**src/lds_pkg.sv**
```systemverilog
// Constants shared by the LED driver startup sequencer and its register slave.
// Assumes a 250 MHz reference clock; cycle counts are derived from it here.
package lds_pkg;
  localparam int CLK_PERIOD_PS = 4000;
  localparam int NUM_CH = 6;
  // Enable-low or dim-low time that shuts the part down or clears the latch.
  localparam int EN_OFF_MS = 16;
  localparam int EN_OFF_CYC = (EN_OFF_MS * 1000000 + CLK_PERIOD_PS / 1000 - 1)
                              / (CLK_PERIOD_PS / 1000);
  // Settling wait before the LED pins are classified.
  localparam int DETECT_US = 1500;
  localparam int DETECT_CYC = (DETECT_US * 1000) / (CLK_PERIOD_PS / 1000);
  // Soft-start ramp time limit.
  localparam int SS_MS = 16;
  localparam int SS_CYC = (SS_MS * 1000000) / (CLK_PERIOD_PS / 1000);
  // External fault deglitch, counted in switching cycles.
  localparam int EXT_FAULT_SW_CYC = 8;
  localparam int TMR_W = 23;
  // Register map, byte addresses on the Wishbone bus.
  localparam logic [7:0] ADDR_CTRL = 8'h00;
  localparam logic [7:0] ADDR_STATUS = 8'h04;
  localparam logic [7:0] ADDR_CHAN = 8'h08;
  // Control register fields and reset value.
  localparam int CTRL_EXT_FAULT_EN_BIT = 0;
  localparam int CTRL_FORCE_OPEN_LOOP_BIT = 1;
  localparam logic [1:0] CTRL_RESET = 2'h1;
  // Status register field positions.
  localparam int ST_FAULT_BIT = 0;
  localparam int ST_LATCHED_BIT = 1;
  localparam int ST_EXT_OFF_BIT = 2;
  localparam int ST_OPEN_LOOP_BIT = 3;
  localparam int ST_PHASE_LSB = 8;
  // Channel register field positions.
  localparam int CH_UNUSED_LSB = 0;
  localparam int CH_SHORT_LSB = 8;
  // Phase codes reported in the status register.
  localparam logic [2:0] PH_OFF = 3'h0;
  localparam logic [2:0] PH_WAKE = 3'h1;
  localparam logic [2:0] PH_WAIT_DIM = 3'h2;
  localparam logic [2:0] PH_DETECT = 3'h3;
  localparam logic [2:0] PH_SOFT = 3'h4;
  localparam logic [2:0] PH_RUN = 3'h5;
  localparam logic [2:0] PH_LATCHED = 3'h6;
  typedef enum {ST_OFF, ST_WAKE, ST_WAIT_DIM, ST_DETECT, ST_SOFT, ST_RUN, ST_LATCHED} lds_state_t;
endpackage : lds_pkg

```
**src/lds_regs_if.sv**
```systemverilog
// Carrier between the sequencer core and its Wishbone register slave.
// Assumes both ends run on the same reference clock.
`timescale 1ns/1ps
`default_nettype none
interface lds_regs_if;
  logic ext_fault_en;
  logic force_open_loop;
  logic [3:0] status_flags;
  logic [2:0] phase;
  logic [lds_pkg::NUM_CH-1:0] unused_mask;
  logic [lds_pkg::NUM_CH-1:0] short_mask;
  modport regs (output ext_fault_en, output force_open_loop,
                input status_flags, input phase, input unused_mask, input short_mask);
  modport core (input ext_fault_en, input force_open_loop,
                output status_flags, output phase, output unused_mask, output short_mask);
endinterface : lds_regs_if
`default_nettype wire

```
**src/lds_hold_timer.sv**
```systemverilog
// Counter that reports when a condition has held for LIMIT counted steps.
// Assumes i_run and i_inc are on the module clock; dropping i_run restarts it.
`timescale 1ns/1ps
`default_nettype none
module lds_hold_timer #(
  parameter int W = lds_pkg::TMR_W,
  parameter int LIMIT = 16
) (
  input wire logic clk,
  input wire logic rst_n,
  input wire logic i_run,
  input wire logic i_inc,
  output logic o_done
);
  if (LIMIT < 1 || LIMIT >= (1 << W)) begin : g_bad_limit
    $error("lds_hold_timer: LIMIT does not fit the counter width");
  end
  localparam logic [W-1:0] LIMIT_W = W'(LIMIT);
  logic [W-1:0] cnt_ff;
  // The count saturates at the limit so a long hold cannot wrap and re-arm.
  always_ff @(posedge clk or negedge rst_n) begin
    if (!rst_n) begin
      cnt_ff <= '0;
    end else if (!i_run) begin
      cnt_ff <= '0;
    end else if (i_inc && cnt_ff != LIMIT_W) begin
      cnt_ff <= cnt_ff + W'(1);
    end
  end
  assign o_done = i_run && (cnt_ff == LIMIT_W);
endmodule : lds_hold_timer
`default_nettype wire

```
**src/lds_wb_regs.sv**
```systemverilog
// Classic Wishbone slave holding the control register and showing status.
// Assumes a single-cycle master that holds its request until ack is seen.
`timescale 1ns/1ps
`default_nettype none
module lds_wb_regs (
  input wire logic clk,
  input wire logic rst_n,
  input wire logic i_cyc,
  input wire logic i_stb,
  input wire logic i_we,
  input wire logic [7:0] i_adr,
  input wire logic [3:0] i_sel,
  input wire logic [31:0] i_dat,
  output logic [31:0] o_dat,
  output logic o_ack,
  lds_regs_if.regs rif
);
  logic ack_ff;
  logic [1:0] ctrl_ff;
  logic [31:0] dat_ff;
  logic req;
  assign req = i_cyc && i_stb && !ack_ff;
  // Ack one cycle after the request, then drop so each request answers once.
  always_ff @(posedge clk or negedge rst_n) begin
    if (!rst_n) begin
      ack_ff <= 1'b0;
    end else begin
      ack_ff <= req;
    end
  end
  // Control writes land on the request edge; only byte lane 0 carries fields.
  always_ff @(posedge clk or negedge rst_n) begin
    if (!rst_n) begin
      ctrl_ff <= lds_pkg::CTRL_RESET;
    end else if (req && i_we && i_sel[0] && i_adr == lds_pkg::ADDR_CTRL) begin
      ctrl_ff <= i_dat[1:0];
    end
  end
  // Read data is captured with the ack; unmapped addresses read as zero.
  always_ff @(posedge clk or negedge rst_n) begin
    if (!rst_n) begin
      dat_ff <= '0;
    end else if (req && !i_we) begin
      dat_ff <= '0;
      unique case (i_adr)
        lds_pkg::ADDR_CTRL: dat_ff[1:0] <= ctrl_ff;
        lds_pkg::ADDR_STATUS: begin
          dat_ff[3:0] <= rif.status_flags;
          dat_ff[lds_pkg::ST_PHASE_LSB +: 3] <= rif.phase;
        end
        lds_pkg::ADDR_CHAN: begin
          dat_ff[lds_pkg::CH_UNUSED_LSB +: lds_pkg::NUM_CH] <= rif.unused_mask;
          dat_ff[lds_pkg::CH_SHORT_LSB +: lds_pkg::NUM_CH] <= rif.short_mask;
        end
        default: dat_ff <= '0;
      endcase
    end
  end
  assign o_ack = ack_ff;
  assign o_dat = dat_ff;
  assign rif.ext_fault_en = ctrl_ff[lds_pkg::CTRL_EXT_FAULT_EN_BIT];
  assign rif.force_open_loop = ctrl_ff[lds_pkg::CTRL_FORCE_OPEN_LOOP_BIT];
endmodule : lds_wb_regs
`default_nettype wire

```
**src/lds_sequencer.sv**
```systemverilog
// Startup and fault sequencer for a six-channel boost LED driver.
// Assumes every comparator and pin input is asynchronous and is synchronised here.
// Functional notes
// RL1: Leave off only while enable is high and supply is above lockout.
// RL2: After power-up, boost and sinks run only while dimming input is high.
// RL3: Check output, LED, frequency-set and current-set faults before switching.
// RL4: Enable low longer than 16 ms shuts down; shorter lows are ignored.
// RL5: Host toggles dimming; sinks follow it while enable stays high.
// RL6: LED detection starts only with dimming high and disconnect drive on.
// RL7: After LED pins pass 120 mV, wait about 1.5 ms then classify.
// RL8: Below 120 mV short, near 230 mV unused, above 340 mV in use.
// RL9: Unused channels stay disabled and leave the feedback selection.
// RL10: Any shorted LED pin withholds soft-start and output ramp.
// RL11: Short faults pull fault low, detection retries, then continues.
// RL12: Fault output releases when detection completes without fault.
// RL13: Output below undervoltage after switch enable withholds soft-start.
// RL14: Output undervoltage shuts down at once into a latched-off state; only checked at gate-on in ST_WAKE and in ST_SOFT and ST_RUN.
// RL15: Latch clears on supply lockout or enable low over 16 ms.
// RL16: Dimming low over 16 ms with enable high clears latch, clock kept.
// RL17: Soft-start ends on all in regulation, 93% overvoltage, or timeout.
// RL18: Soft-start begins after detection and lasts about 16 ms at most.
// RL19: After wake, clock output runs and disconnect drive ramps on.
// RL20: Drive on enables current-set reference, then waits for dimming high.
// RL21: Too-short dimming pulses select open loop, otherwise closed loop.
// RL22: External fault low for 8 switching cycles turns LEDs off.
// RL23: Any shutdown returns to the start and repeats all power-up checks.
// RL24: Fault output is open-drain active low, released for a pull-up.
`timescale 1ns/1ps
`default_nettype none
module lds_sequencer #(
  parameter int EN_OFF_CYC = lds_pkg::EN_OFF_CYC,
  parameter int DETECT_CYC = lds_pkg::DETECT_CYC,
  parameter int SS_CYC = lds_pkg::SS_CYC
) (
  input wire logic I_REF_CLK,
  input wire logic I_RESETN,
  // Host pins.
  input wire logic I_ENABLE,
  input wire logic I_DIM,
  // Analog comparator results.
  input wire logic I_SUPPLY_OK,
  input wire logic I_GATE_ON,
  input wire logic I_OUT_ABOVE_UV,
  input wire logic I_OV93,
  input wire logic I_FREQUENCY_SET_PIN_FAULT,
  input wire logic I_CURRENT_SET_PIN_FAULT,
  input wire logic I_DIM_TOO_SHORT,
  input wire logic [lds_pkg::NUM_CH-1:0] I_LED_ABOVE_LOW,
  input wire logic [lds_pkg::NUM_CH-1:0] I_LED_ABOVE_HIGH,
  input wire logic [lds_pkg::NUM_CH-1:0] I_LED_IN_REG,
  input wire logic I_SW_CLK,
  // Open-drain fault pin.
  input wire logic I_FAULT_N_I,
  output logic O_FAULT_N_O,
  output logic O_FAULT_N_OE,
  // Power stage controls.
  output logic O_CLOCK_OUTPUT_EN,
  output logic O_GATE_EN,
  output logic O_CURRENT_SET_PIN_EN,
  output logic O_BOOST_EN,
  output logic O_SOFT_START,
  output logic O_OPEN_LOOP,
  output logic [lds_pkg::NUM_CH-1:0] O_SINK_EN,
  output logic [lds_pkg::NUM_CH-1:0] O_FB_SEL,
  // Wishbone slave.
  input wire logic I_WB_CYC,
  input wire logic I_WB_STB,
  input wire logic I_WB_WE,
  input wire logic [7:0] I_WB_ADR,
  input wire logic [3:0] I_WB_SEL,
  input wire logic [31:0] I_WB_DAT,
  output logic [31:0] O_WB_DAT,
  output logic O_WB_ACK
);
  localparam int N = lds_pkg::NUM_CH;
  localparam int SW = 11 + 3 * N;
  // Synchronisers reset to idle pin levels, so the fault wire does not look pulled low.
  localparam logic [SW-1:0] SYNC_IDLE = {{9{1'b0}}, 1'b1, {(3 * N + 1){1'b0}}};

  lds_regs_if rif ();

  lds_pkg::lds_state_t state_ff;
  lds_pkg::lds_state_t nxt_state;
  logic [SW-1:0] sync1_ff;
  logic [SW-1:0] sync2_ff;
  logic sw_prev_ff;
  logic en_s, dim_s, sup_s, gate_s, uv_ok_s, ov93_s, frequency_set_pin_s, current_set_pin_s, short_pulse_s;
  logic fault_in_s, sw_s;
  logic [N-1:0] above_low_s, above_high_s, in_reg_s;
  logic sw_tick;
  logic en_low_done, dim_low_done, detect_done, ss_done, ext_low_done;
  logic [N-1:0] unused_ff, short_ff;
  logic fault_ff, ext_off_ff, open_loop_ff, latched;
  logic pin_fault, ss_exit;
  logic [N-1:0] active_ch;
  logic [N-1:0] sink_ff, fb_ff;
  logic boost_ff, ss_ff, clk_ff, gate_ff, current_set_pin_ff;
  logic [2:0] phase;

  // Two-stage synchronisers; only the second stage is looked at by logic.
  always_ff @(posedge I_REF_CLK or negedge I_RESETN) begin
    if (!I_RESETN) begin
      sync1_ff <= SYNC_IDLE;
      sync2_ff <= SYNC_IDLE;
    end else begin
      sync1_ff <= {I_ENABLE, I_DIM, I_SUPPLY_OK, I_GATE_ON, I_OUT_ABOVE_UV, I_OV93,
                   I_FREQUENCY_SET_PIN_FAULT, I_CURRENT_SET_PIN_FAULT, I_DIM_TOO_SHORT, I_FAULT_N_I,
                   I_LED_ABOVE_LOW, I_LED_ABOVE_HIGH, I_LED_IN_REG, I_SW_CLK};
      sync2_ff <= sync1_ff;
    end
  end
  assign {en_s, dim_s, sup_s, gate_s, uv_ok_s, ov93_s, frequency_set_pin_s, current_set_pin_s, short_pulse_s,
          fault_in_s, above_low_s, above_high_s, in_reg_s, sw_s} = sync2_ff;

  // The switching clock is far slower than the reference, so its rising edge
  // can be found from the synchronised copy without missing a cycle.
  always_ff @(posedge I_REF_CLK or negedge I_RESETN) begin
    if (!I_RESETN) begin
      sw_prev_ff <= 1'b0;
    end else begin
      sw_prev_ff <= sw_s;
    end
  end
  assign sw_tick = sw_s && !sw_prev_ff;

  // Long enable-low counts to shutdown; brief lows restart the count. [RL4]
  lds_hold_timer #(.W(lds_pkg::TMR_W), .LIMIT(EN_OFF_CYC)) u_en_low (
    .clk(I_REF_CLK),
    .rst_n(I_RESETN),
    .i_run(!en_s),
    .i_inc(1'b1),
    .o_done(en_low_done)
  );

  // Dimming held low with enable high, only counted while latched off. [RL16]
  lds_hold_timer #(.W(lds_pkg::TMR_W), .LIMIT(EN_OFF_CYC)) u_dim_low (
    .clk(I_REF_CLK),
    .rst_n(I_RESETN),
    .i_run(latched && en_s && !dim_s),
    .i_inc(1'b1),
    .o_done(dim_low_done)
  );

  // Settling wait once every pin has passed the low threshold. [RL7]
  lds_hold_timer #(.W(lds_pkg::TMR_W), .LIMIT(DETECT_CYC)) u_detect (
    .clk(I_REF_CLK),
    .rst_n(I_RESETN),
    .i_run(state_ff == lds_pkg::ST_DETECT && !pin_fault),
    .i_inc(1'b1),
    .o_done(detect_done)
  );

  // Soft-start ramp time limit. [RL18]
  lds_hold_timer #(.W(lds_pkg::TMR_W), .LIMIT(SS_CYC)) u_soft (
    .clk(I_REF_CLK),
    .rst_n(I_RESETN),
    .i_run(state_ff == lds_pkg::ST_SOFT),
    .i_inc(1'b1),
    .o_done(ss_done)
  );

  // External fault deglitch counts switching cycles with no internal fault. [RL22]
  lds_hold_timer #(.W(4), .LIMIT(lds_pkg::EXT_FAULT_SW_CYC)) u_ext (
    .clk(I_REF_CLK),
    .rst_n(I_RESETN),
    .i_run(!fault_in_s && !fault_ff && rif.ext_fault_en),
    .i_inc(sw_tick),
    .o_done(ext_low_done)
  );

  // A pin still below the low threshold, or a set pin fault, blocks detection.
  assign pin_fault = !(&above_low_s) || frequency_set_pin_s || current_set_pin_s; // [RL3] [RL10]
  assign latched = state_ff == lds_pkg::ST_LATCHED;
  assign active_ch = ~unused_ff;
  assign ss_exit = (&(in_reg_s | unused_ff)) || ov93_s || ss_done; // [RL17]

  // Next phase. Shutdown conditions take priority over everything else and
  // always fall back to the off state so the checks repeat on next wake.
  always_comb begin
    nxt_state = state_ff;
    if (!sup_s || en_low_done) begin
      nxt_state = lds_pkg::ST_OFF; // [RL4] [RL15] [RL23]
    end else begin
      unique case (state_ff)
        lds_pkg::ST_OFF: begin
          if (en_s) begin
            nxt_state = lds_pkg::ST_WAKE; // [RL1]
          end
        end
        lds_pkg::ST_WAKE: begin
          if (gate_s) begin
            // The output must already sit above the undervoltage level here.
            nxt_state = uv_ok_s ? lds_pkg::ST_WAIT_DIM : lds_pkg::ST_LATCHED; // [RL13] [RL14]
          end
        end
        lds_pkg::ST_WAIT_DIM: begin
          if (dim_s && gate_s) begin
            nxt_state = lds_pkg::ST_DETECT; // [RL6] [RL20]
          end
        end
        lds_pkg::ST_DETECT: begin
          if (detect_done) begin
            nxt_state = lds_pkg::ST_SOFT; // [RL18]
          end
        end
        lds_pkg::ST_SOFT: begin
          if (!uv_ok_s) begin
            nxt_state = lds_pkg::ST_LATCHED; // [RL14]
          end else if (ss_exit) begin
            nxt_state = lds_pkg::ST_RUN; // [RL17]
          end
        end
        lds_pkg::ST_RUN: begin
          if (!uv_ok_s) begin
            nxt_state = lds_pkg::ST_LATCHED; // [RL14]
          end
        end
        lds_pkg::ST_LATCHED: begin
          // Clearing by dimming keeps the clock output running. [RL16]
          if (dim_low_done) begin
            nxt_state = lds_pkg::ST_WAKE; // [RL23]
          end
        end
      endcase
    end
  end

  // Phase register.
  always_ff @(posedge I_REF_CLK or negedge I_RESETN) begin
    if (!I_RESETN) begin
      state_ff <= lds_pkg::ST_OFF;
    end else begin
      state_ff <= nxt_state;
    end
  end

  // The short mask follows the pins on every detection cycle and the unused mask is taken once at its end;
  // both are held for the run, and a fresh wake clears them so a rewired board is seen again.
  always_ff @(posedge I_REF_CLK or negedge I_RESETN) begin
    if (!I_RESETN) begin
      unused_ff <= '0;
      short_ff <= '0;
    end else if (state_ff == lds_pkg::ST_WAKE) begin
      unused_ff <= '0;
      short_ff <= '0;
    end else if (state_ff == lds_pkg::ST_DETECT) begin
      short_ff <= ~above_low_s; // [RL8]
      if (detect_done) begin
        unused_ff <= above_low_s & ~above_high_s; // [RL8] [RL9]
      end
    end
  end

  // Fault pin: pulled low on pin faults while detection retries, released
  // once detection completes cleanly, held low while latched off.
  always_ff @(posedge I_REF_CLK or negedge I_RESETN) begin
    if (!I_RESETN) begin
      fault_ff <= 1'b0;
    end else if (nxt_state == lds_pkg::ST_OFF) begin
      fault_ff <= 1'b0;
    end else if (nxt_state == lds_pkg::ST_LATCHED) begin
      fault_ff <= 1'b1; // [RL14]
    end else if (state_ff == lds_pkg::ST_DETECT) begin
      if (pin_fault) begin
        fault_ff <= 1'b1; // [RL11]
      end else if (detect_done) begin
        fault_ff <= 1'b0; // [RL12]
      end
    end else if (state_ff == lds_pkg::ST_WAKE) begin
      fault_ff <= 1'b0;
    end
  end

  // External fault turns LEDs off until the pin is released again.
  always_ff @(posedge I_REF_CLK or negedge I_RESETN) begin
    if (!I_RESETN) begin
      ext_off_ff <= 1'b0;
    end else if (fault_in_s || fault_ff) begin
      ext_off_ff <= 1'b0;
    end else if (ext_low_done) begin
      ext_off_ff <= 1'b1; // [RL22]
    end
  end

  // Regulation mode follows the dimming pulse width detector.
  always_ff @(posedge I_REF_CLK or negedge I_RESETN) begin
    if (!I_RESETN) begin
      open_loop_ff <= 1'b0;
    end else begin
      open_loop_ff <= short_pulse_s || rif.force_open_loop; // [RL21]
    end
  end

  // Power stage outputs. The clock and disconnect drive come up at wake even
  // with dimming low; boost and sinks follow dimming only after detection.
  always_ff @(posedge I_REF_CLK or negedge I_RESETN) begin
    if (!I_RESETN) begin
      clk_ff <= 1'b0;
      gate_ff <= 1'b0;
      current_set_pin_ff <= 1'b0;
      boost_ff <= 1'b0;
      ss_ff <= 1'b0;
      sink_ff <= '0;
      fb_ff <= '0;
    end else begin
      clk_ff <= nxt_state != lds_pkg::ST_OFF; // [RL19] [RL16]
      gate_ff <= nxt_state != lds_pkg::ST_OFF && nxt_state != lds_pkg::ST_LATCHED; // [RL19]
      current_set_pin_ff <= nxt_state == lds_pkg::ST_WAIT_DIM || nxt_state == lds_pkg::ST_DETECT ||
                 nxt_state == lds_pkg::ST_SOFT || nxt_state == lds_pkg::ST_RUN; // [RL20]
      ss_ff <= nxt_state == lds_pkg::ST_SOFT;
      if (nxt_state == lds_pkg::ST_SOFT || nxt_state == lds_pkg::ST_RUN) begin
        boost_ff <= dim_s && !ext_off_ff; // [RL2] [RL5]
        sink_ff <= (dim_s && !ext_off_ff) ? active_ch : '0; // [RL2] [RL5] [RL9]
        fb_ff <= active_ch; // [RL9]
      end else begin
        boost_ff <= 1'b0; // [RL3] [RL10]
        sink_ff <= '0;
        fb_ff <= '0;
      end
    end
  end

  // Phase code for software.
  always_comb begin
    unique case (state_ff)
      lds_pkg::ST_OFF: phase = lds_pkg::PH_OFF;
      lds_pkg::ST_WAKE: phase = lds_pkg::PH_WAKE;
      lds_pkg::ST_WAIT_DIM: phase = lds_pkg::PH_WAIT_DIM;
      lds_pkg::ST_DETECT: phase = lds_pkg::PH_DETECT;
      lds_pkg::ST_SOFT: phase = lds_pkg::PH_SOFT;
      lds_pkg::ST_RUN: phase = lds_pkg::PH_RUN;
      lds_pkg::ST_LATCHED: phase = lds_pkg::PH_LATCHED;
    endcase
  end

  assign rif.status_flags = {open_loop_ff, ext_off_ff, latched, fault_ff};
  assign rif.phase = phase;
  assign rif.unused_mask = unused_ff;
  assign rif.short_mask = short_ff;

  lds_wb_regs u_regs (
    .clk(I_REF_CLK),
    .rst_n(I_RESETN),
    .i_cyc(I_WB_CYC),
    .i_stb(I_WB_STB),
    .i_we(I_WB_WE),
    .i_adr(I_WB_ADR),
    .i_sel(I_WB_SEL),
    .i_dat(I_WB_DAT),
    .o_dat(O_WB_DAT),
    .o_ack(O_WB_ACK),
    .rif(rif.regs)
  );

  // Open-drain fault pin: enable means pulling low, data is always zero. [RL24]
  assign O_FAULT_N_O = 1'b0;
  assign O_FAULT_N_OE = fault_ff; // [RL24]
  assign O_CLOCK_OUTPUT_EN = clk_ff;
  assign O_GATE_EN = gate_ff;
  assign O_CURRENT_SET_PIN_EN = current_set_pin_ff;
  assign O_BOOST_EN = boost_ff;
  assign O_SOFT_START = ss_ff;
  assign O_OPEN_LOOP = open_loop_ff;
  assign O_SINK_EN = sink_ff;
  assign O_FB_SEL = fb_ff;
endmodule : lds_sequencer
`default_nettype wire

```
**config.mk**
```make
export PLATFORM = sky130hd
export DESIGN_NAME = lds_sequencer
export DESIGN_NICKNAME = d
export VERILOG_FILES = /design/src/lds_pkg.sv /design/src/lds_regs_if.sv /design/src/lds_hold_timer.sv /design/src/lds_wb_regs.sv /design/src/lds_sequencer.sv
export SDC_FILE = /design/constraint.sdc
export NUM_CORES = 1
export LEC_CHECK = 0
export BUFFER_PORTS_ARGS = -buffer_cell sky130_fd_sc_hd__buf_2
export CORE_ASPECT_RATIO = 0.5
export CORE_MARGIN = 2
export CORE_UTILIZATION = 45
export CTS_BUF_LIST = sky130_fd_sc_hd__clkbuf_4 sky130_fd_sc_hd__clkbuf_8
export DETAILED_ROUTE_END_ITERATION = 10
export SYNTH_ARGS = -nofsm -noshare
export SYNTH_HDL_FRONTEND = slang
export SYNTH_SLANG_ARGS = --single-unit
```
**constraint.sdc**
```tcl
create_clock -name I_REF_CLK -period 3.3 [get_ports I_REF_CLK]
set_clock_uncertainty 0.1 [all_clocks]
set_input_delay 0.165 -clock I_REF_CLK [delete_from_list [all_inputs] [get_ports I_REF_CLK]]
set_output_delay 0.165 -clock I_REF_CLK [all_outputs]
set_load 0.01 [all_outputs]
```
==> flow_metrics.env, run 1 <==
export IMPL_num_antenna_cells=0
export IMPL_hold_class="primary input to register"
export IMPL_worst_slack_ns=0.258
export IMPL_ys_async_sr_fraction_pct=100
export IMPL_portBuffers=76
export IMPL_worst_hold_slack_ns=0.0486
export IMPL_worstPathCellList="inv_1 > ha_1 > or4b_1 > nor4_4 > nand3_2 > or3_4 > a211o_1 > or3b_4 > buf_4 > nor3b_2"
export IMPL_fin_area_um2=11800
export IMPL_clock_sinks=234
export IMPL_synth_warnings=0
export IMPL_period_needed_ns=3.04
export IMPL_fin_crit_sh_pct=92.2
export IMPL_hold_path_endpoint="u_regs.o_dat[0]"
export IMPL_drt_iter0_drc=428
export IMPL_crit_slowest_cell="or4b_1"
export IMPL_slew_headroom_pct=45.6
export IMPL_p_switching_mw=1.89
export IMPL_rr_worst_depth=10
export IMPL_p_int_mw=5.13
export IMPL_synth_edf_count=0
export IMPL_reg2reg_slack_ns=0.26
export IMPL_avgSynthCellArea_um2=11.0
export IMPL_ys_seq_area_share_pct=60.0
export IMPL_start_util_pct=45.5
export IMPL_coreArea_um2=21500
export IMPL_finalSetupTns_ns=0
export IMPL_combPwrFrac_pct=14.3
export IMPL_crit_path_start_kind="register"
export IMPL_maxSlewViolCount=0
export IMPL_postRouteAntennaNets=0
export IMPL_synth_most_common_cell="dfrtp_1"
export IMPL_cts_tree="yes"
export IMPL_wl_per_cell_um=14.8
export IMPL_ir_drop_uv=365
export IMPL_p_sw_share_pct=26.9
export IMPL_cts_buffers=35
export IMPL_clk_pin_slew_worst_paths_ns=0.07
export IMPL_dpl_cell_count=1252
export IMPL_grt_pass1_wl_mm=33.4
export IMPL_layout_drive_gt1_share_pct=17.0
export IMPL_antenna_found_initial=0
export IMPL_fp_dieArea_um2=23000
export IMPL_drc_errors=0
export IMPL_crit_fanout=8
export IMPL_die_w_um=212
export IMPL_netlist_instances=885
export IMPL_synth_seq_cells=234
export IMPL_required_ns=3.66
export IMPL_status="finished, final reports clean"
export IMPL_arrival_ns=3.40
export IMPL_die_y_um=108
export IMPL_synth_top_cells_by_count="231 x dfrtp_1, 134 x nor2_1, 56 x nand2_1, 56 x xor2_1, 38 x and2_1"
export IMPL_ctsHtreeMaxLevel=2
export IMPL_grt_use_total_pct=18.4
export IMPL_route_vias_total=6728
export IMPL_fin_cells=1358
export IMPL_globalRoute_totalOverflow=0
export IMPL_syn2layout_area_growth_pct=20.6
export IMPL_seqPwrFrac_pct=45.6
export IMPL_cap_violations=0
export IMPL_max_freq_mhz=329
export IMPL_placed_cell_area_um2=10500
export IMPL_critPathKind="register to register"
export IMPL_root_buffer="clkbuf_8"
export IMPL_power_share_clock_pct=40.1
export IMPL_p_leak_nw=5.34
export IMPL_setup_viol=0
export IMPL_routabilityCongestion=0.811
export IMPL_synthTopCellsByArea="dfrtp_1 59%, nor2_1 5.1%, xor2_1 5.0%, and2_1 2.4%, nand2_1 2.2%"
export IMPL_r2r_start="u_detect.cnt_ff[0]"
export IMPL_max_stage_delay_ns=0.49
export IMPL_r2r_end="O_BOOST_EN"
export IMPL_yosysTopAreaCell="dfrtp_1"
export IMPL_grt_setup_unrepaired="no"
export IMPL_worst_slew_pin_slew_ns=0.805
export IMPL_pre_cts_slack_ns=0.0298
export IMPL_io_pins=131
export IMPL_finalPower_mw=7.02
export IMPL_via_per_inst=4.95
export IMPL_finalHoldViolCount=0
export IMPL_dr_pass1_iters=5
export IMPL_dp_hpwl_mm=13.3
export IMPL_insertion_delay_ns=0.53
export IMPL_grt_pass1_vias=6606
export IMPL_n_fill_cell=1866
export IMPL_synth_area_um2=9770
export IMPL_final_net_count=1119
export IMPL_fin_util_pct=54.8
export IMPL_critPathCaptureType="register"
export IMPL_ys_flop_type="dfrtp_1"
export IMPL_powerDensity_nw_per_um2=596
export IMPL_min_path_cells=4
export IMPL_totalWireLength_mm=20.0
export IMPL_ys_types=56
export IMPL_yosysTopAreaCellShare_pct=59.2
export IMPL_grt_max_degree=100
export IMPL_num_rows=38
export IMPL_clock_path_buffers=3
export IMPL_hp_start="I_WB_ADR[3]"
==> logic make-up (layout without fill, tap and decap cells) <==
| family | Yosys count | in the layout | share of synthesized area, % |
|---|---|---|---|
| DFF | 234 | 234 | 60.0 |
| other | 1 | 21 | 0.0384 |
| AOI/OAI and AO/OA | 84 | 84 | 5.33 |
| adders and majority gates | 10 | 10 | 1.28 |
| buffers and inverters | 62 | 215 | 3.27 |
| and+or+nand+nor | 405 | 405 | 22.0 |
| muxes | 10 | 10 | 1.06 |
| xor gates and xnor gates | 79 | 79 | 7.08 |
==> power by group through the flow <==
stage / Sequential (mW) / Combinational, mW / Clock, mW
finish: 3.20 / 1.00 / 2.81
global route: 3.23 / 1.13 / 3.04
CTS: 3.21 / 0.991 / 2.88
detailed placement: 3.26 / 0.955 / 0
global placement: 3.26 / 0.935 / 0
floorplan: 3.23 / 0.603 / 0
==> what timing repair did <==
item / CTS / global route
setup buffers: 0 / 2
setup endpoints to repair: 0 / 7
hold endpoints to repair: 129 / 0
hold buffers: 40 / 0
gates resized for setup: 0 / 4
==> layout make-up <==
class | instances | area, um2 | share of cell area [%]
Sequential cell | 234 | 5860 | 49.7
Multi-Input combinational cell | 609 | 3700 | 31.4
Timing Repair Buffer | 133 | 931 | 7.90
Clock buffer | 46 | 627 | 5.32
Tap cell | 300 | 375 | 3.19
Clock inverter | 18 | 225 | 1.91
Inverter | 18 | 67.6 | 0.573
==> layout by cell type (no fill, tap or decap), drive strengths merged, types with 3 or more instances in the layout <==
| cell type | synthesis | routed |
|---|---|---|
| dfstp | 3 | 3 |
| clkinv | 0 | 11 |
| mux2 | 3 | 3 |
| o21ai | 23 | 23 |
| nor4 | 15 | 15 |
| nand2 | 56 | 56 |
| nand3 | 36 | 36 |
| nor2 | 134 | 134 |
| buf | 22 | 93 |
| mux2i | 7 | 7 |
| dlygate4sd3 | 0 | 40 |
| nor3 | 10 | 10 |
| nor4b | 13 | 13 |
| inv | 18 | 19 |
| nor2b | 5 | 5 |
| bufinv | 0 | 5 |
| nand4 | 25 | 25 |
| xor2 | 56 | 56 |
| nor3b | 11 | 11 |
| a22o | 5 | 5 |
| clkbuf | 22 | 46 |
| a21oi | 33 | 33 |
| and3 | 16 | 16 |
| and4 | 9 | 9 |
| xnor2 | 23 | 23 |
| and2 | 39 | 39 |
| conb | 1 | 21 |
| dfrtp | 231 | 231 |
| a22oi | 6 | 6 |
| or4 | 5 | 5 |
| or2 | 3 | 3 |
| or3 | 14 | 14 |
| ha | 10 | 10 |
| o22ai | 4 | 4 |
| nand4b | 3 | 3 |
==> routing by layer <==
layer	up-vias	wire (um)	GRT usage [%]
met3	25	872	4.59
li1	3280	-	-
met1	3311	9680	25.8
met5	-	0	0
met4	0	306	5.24
met2	112	9170	28.5
==> how the worst max path moves through the flow <==
stage | startpoint | end | slack [ns] | cells past startpoint
2_1_floorplan | u_detect.cnt_ff[0] | O_SINK_EN[4] | 0.23 | 10
3_3_place_gp | u_detect.cnt_ff[0] | O_SINK_EN[5] | 0.16 | 9
3_5_place_dp | u_detect.cnt_ff[0] | O_SINK_EN[5] | 0.03 | 9
4_1_cts | u_detect.cnt_ff[0] | O_SINK_EN[5] | 0.004 | 9
5_1_grt | state_ff[20] | O_FAULT_N_OE | 0.04 | 9
6_report | u_detect.cnt_ff[0] | O_BOOST_EN | 0.26 | 10
==> critical path: cells and delay by family, from the launching register on <==
family                   cells  cell delay [ns]
flip-flops                   1             0.40
AND/OR/NAND/NOR              6             1.75
AO/OA/AOI/OAI                1             0.27
adder cells (fa/ha/maj)      1             0.16
buffers and inverters        2             0.29
==> flip-flops by register name (all words and copies together), names as in the netlist, 12 cells and up <==
name	cells
sync1_ff	29
u_dim_low.cnt_ff	23
u_detect.cnt_ff	23
u_regs.o_dat	12
sync2_ff	29
u_en_low.cnt_ff	23
u_soft.cnt_ff	23
state_ff	32
Power figures use the tool's default switching activity.
==> run 2: changes to the inputs <==
--- a/config.mk
+++ b/config.mk
@@ -6,8 +6,9 @@
 export NUM_CORES = 1
 export LEC_CHECK = 0
 export BUFFER_PORTS_ARGS = -buffer_cell sky130_fd_sc_hd__buf_2
+export CAP_MARGIN = 15
 export CORE_ASPECT_RATIO = 0.5
-export CORE_MARGIN = 2
+export CORE_MARGIN = 3
 export CORE_UTILIZATION = 45
 export CTS_BUF_LIST = sky130_fd_sc_hd__clkbuf_4 sky130_fd_sc_hd__clkbuf_8
 export DETAILED_ROUTE_END_ITERATION = 10
==> constraint.sdc (replaced) <==
create_clock -name I_REF_CLK -period 3.2 [get_ports I_REF_CLK]
set_clock_uncertainty 0.1 [all_clocks]
set_input_delay 0.16 -clock I_REF_CLK [delete_from_list [all_inputs] [get_ports I_REF_CLK]]
set_output_delay 0.16 -clock I_REF_CLK [all_outputs]
set_load 0.01 [all_outputs]
==> flow_metrics.env, run 2 (synthesis gave the netlist of run 1 again) <==
export IMPL_status="finished, final reports clean"
export IMPL_die_y_um=110
export IMPL_finalHoldViolCount=0
export IMPL_largest_register_ffs=32
export IMPL_grt_use_total_pct=17.8
export IMPL_p_sw_share_pct=27.5
export IMPL_antenna_found_initial=0
export IMPL_dpl_cell_count=1244
export IMPL_routabilityCongestion=0.822
export IMPL_clock_sinks=234
export IMPL_n_fill_cell=1829
export IMPL_maxSlewViolCount=0
export IMPL_largestRegisters="state_ff x32, sync1_ff x29, sync2_ff x29"
export IMPL_slew_headroom_pct=28.5
export IMPL_die_w_um=214
export IMPL_crit_fanout=5
export IMPL_r2r_end="O_SINK_EN[4]"
export IMPL_start_util_pct=46.7
export IMPL_max_freq_mhz=323
export IMPL_setup_viol=0
export IMPL_cap_violations=0
export IMPL_combPwrFrac_pct=14.8
export IMPL_wl_per_cell_um=15.2
export IMPL_ir_drop_uv=349
export IMPL_drt_iter0_drc=373
export IMPL_syn2layout_area_growth_pct=19.8
export IMPL_critPathCaptureType="register"
export IMPL_clk_pin_slew_worst_paths_ns=0.07
export IMPL_p_leak_nw=5.29
export IMPL_ctsHtreeMaxLevel=2
export IMPL_cts_buffers=35
export IMPL_drc_errors=0
export IMPL_postRouteAntennaNets=0
export IMPL_grt_max_degree=112
export IMPL_fp_dieArea_um2=23600
export IMPL_clock_path_buffers=3
export IMPL_seqPwrFrac_pct=47.1
export IMPL_final_net_count=1117
export IMPL_route_vias_total=6752
export IMPL_r2r_start="u_detect.cnt_ff[0]"
export IMPL_multi_input_area_um2=3710
export IMPL_num_antenna_cells=0
export IMPL_powerDensity_nw_per_um2=601
export IMPL_p_int_mw=5.10
export IMPL_insertion_delay_ns=0.53
export IMPL_globalRoute_totalOverflow=0
export IMPL_p_switching_mw=1.93
export IMPL_coreArea_um2=20900
export IMPL_crit_start="u_detect.cnt_ff[0]"
export IMPL_power_share_clock_pct=38.1
export IMPL_via_per_inst=5.02
export IMPL_num_rows=37
export IMPL_reg2reg_slack_ns=0.11
export IMPL_grt_pass1_vias=6744
export IMPL_dr_pass1_iters=4
export IMPL_layout_drive_gt1_share_pct=17.0
export IMPL_finalPower_mw=7.04
export IMPL_dp_hpwl_mm=13.7
export IMPL_critPathKind="register to register"
export IMPL_io_pins=131
export IMPL_fin_crit_sh_pct=96.7
export IMPL_cts_tree="yes"
export IMPL_totalWireLength_mm=20.5
export IMPL_hold_class="primary input to register"
export IMPL_crit_path_end="O_SINK_EN[4]"
export IMPL_finalSetupTns_ns=0
export IMPL_grt_pass1_wl_mm=33.9
export IMPL_worst_slew_pin_slew_ns=1.06
export IMPL_mostFrequentLayoutCell="dfrtp_1"
export IMPL_regArea_um2=5860
export IMPL_portBuffers=76
export IMPL_period_needed_ns=3.09
export IMPL_rr_worst_depth=9
export IMPL_crit_path_start_kind="register"
export IMPL_regMostFlops="state_ff"
export IMPL_layout_common_cells="231 x dfrtp_1, 134 x nor2_1, 75 x buf_2, 56 x nand2_1, 56 x xor2_1"
export IMPL_arrival_ns=3.41
export IMPL_required_ns=3.52
export IMPL_root_buffer="clkbuf_8"
export IMPL_fin_cells=1346
## run 2: cell count changes in the layout (fill, tap and decap cells not counted), moves of 2 or more
cell,previous run,this run
nor4_2,0,2
dlygate4sd3_1,40,38
nor4_1,14,12
bufinv_16,5,3
clkinvlp_4,1,3
clkbuf_8,45,43
clkbuf_4,1,4
buf_4,16,14
## run 2: power by group through the flow
stage | clock, mW | combinational, mW | sequential (mW)
after floorplan | 0 | 0.621 | 3.33
after global placement | 0 | 0.970 | 3.37
after detailed placement | 0 | 0.982 | 3.36
after CTS | 2.77 | 1.02 | 3.31
after global routing | 2.91 | 1.17 | 3.33
final | 2.68 | 1.04 | 3.31
## run 2: area by class of cell
| cell class | instances | share of cell area (%) |
|---|---|---|
| multi-input combinational | 610 | 31.7 |
| clock inverter | 15 | 1.35 |
| inverter | 18 | 0.577 |
| sequential | 234 | 50.1 |
| tap | 292 | 3.12 |
| timing repair buffer | 130 | 7.83 |
| clock buffer | 47 | 5.31 |
## run 2: how the worst min path moves through the flow
stage	slack, ns	end	from	cells past startpoint
after detailed placement	0.17	sync1_ff[19]	I_FAULT_N_I	1
after floorplan	-0.24	O_BOOST_EN	I_RESETN	0
final	0.04	u_regs.ctrl_ff[0]	I_WB_ADR[6]	4
after global routing	0.03	u_regs.o_dat[1]	I_WB_ADR[3]	4
after CTS	0.02	u_regs.o_dat[1]	I_WB_ADR[3]	4
after global placement	0.17	sync1_ff[19]	I_FAULT_N_I	1
## run 2: what timing repair did
action,in CTS,in global routing
endpoints found under the hold margin,139,0
endpoints found under the setup margin,0,7
setup buffers,0,1
hold buffers,38,0
gates resized for setup,0,5
## run 2: layer usage
layer  up-vias  wire length, um  GRT usage (%)
met5         -                0              0
met1      3355            10000           24.4
li1       3274                -              -
met3        24              837           4.00
met4         0              235           4.41
met2        99             9420           29.3
## run 2: stage by stage
stage	worst slack (ns)	cell area, um2	hold WS [ns]	util [%]
final	0.105	11700	0.0378	55.9
after global routing	-0.0862	11700	0.0271	55.9
after CTS	0.0124	11700	0.0220	55.7
after detailed placement	0.0284	10500	0.166	50.1
after global placement	0.110	10500	0.167	50.1
after floorplan	0.130	9840	-0.236	-
## run 2: worst max-delay path, stage by stage (launching register included)
cell	delay, ns
dfrtp_1	0.39
inv_1	0.11
ha_1	0.15
or4b_1	0.48
nor4_4	0.18
nand3_1	0.12
or3_4	0.35
a211o_1	0.32
or3b_2	0.54
nor4b_2	0.25
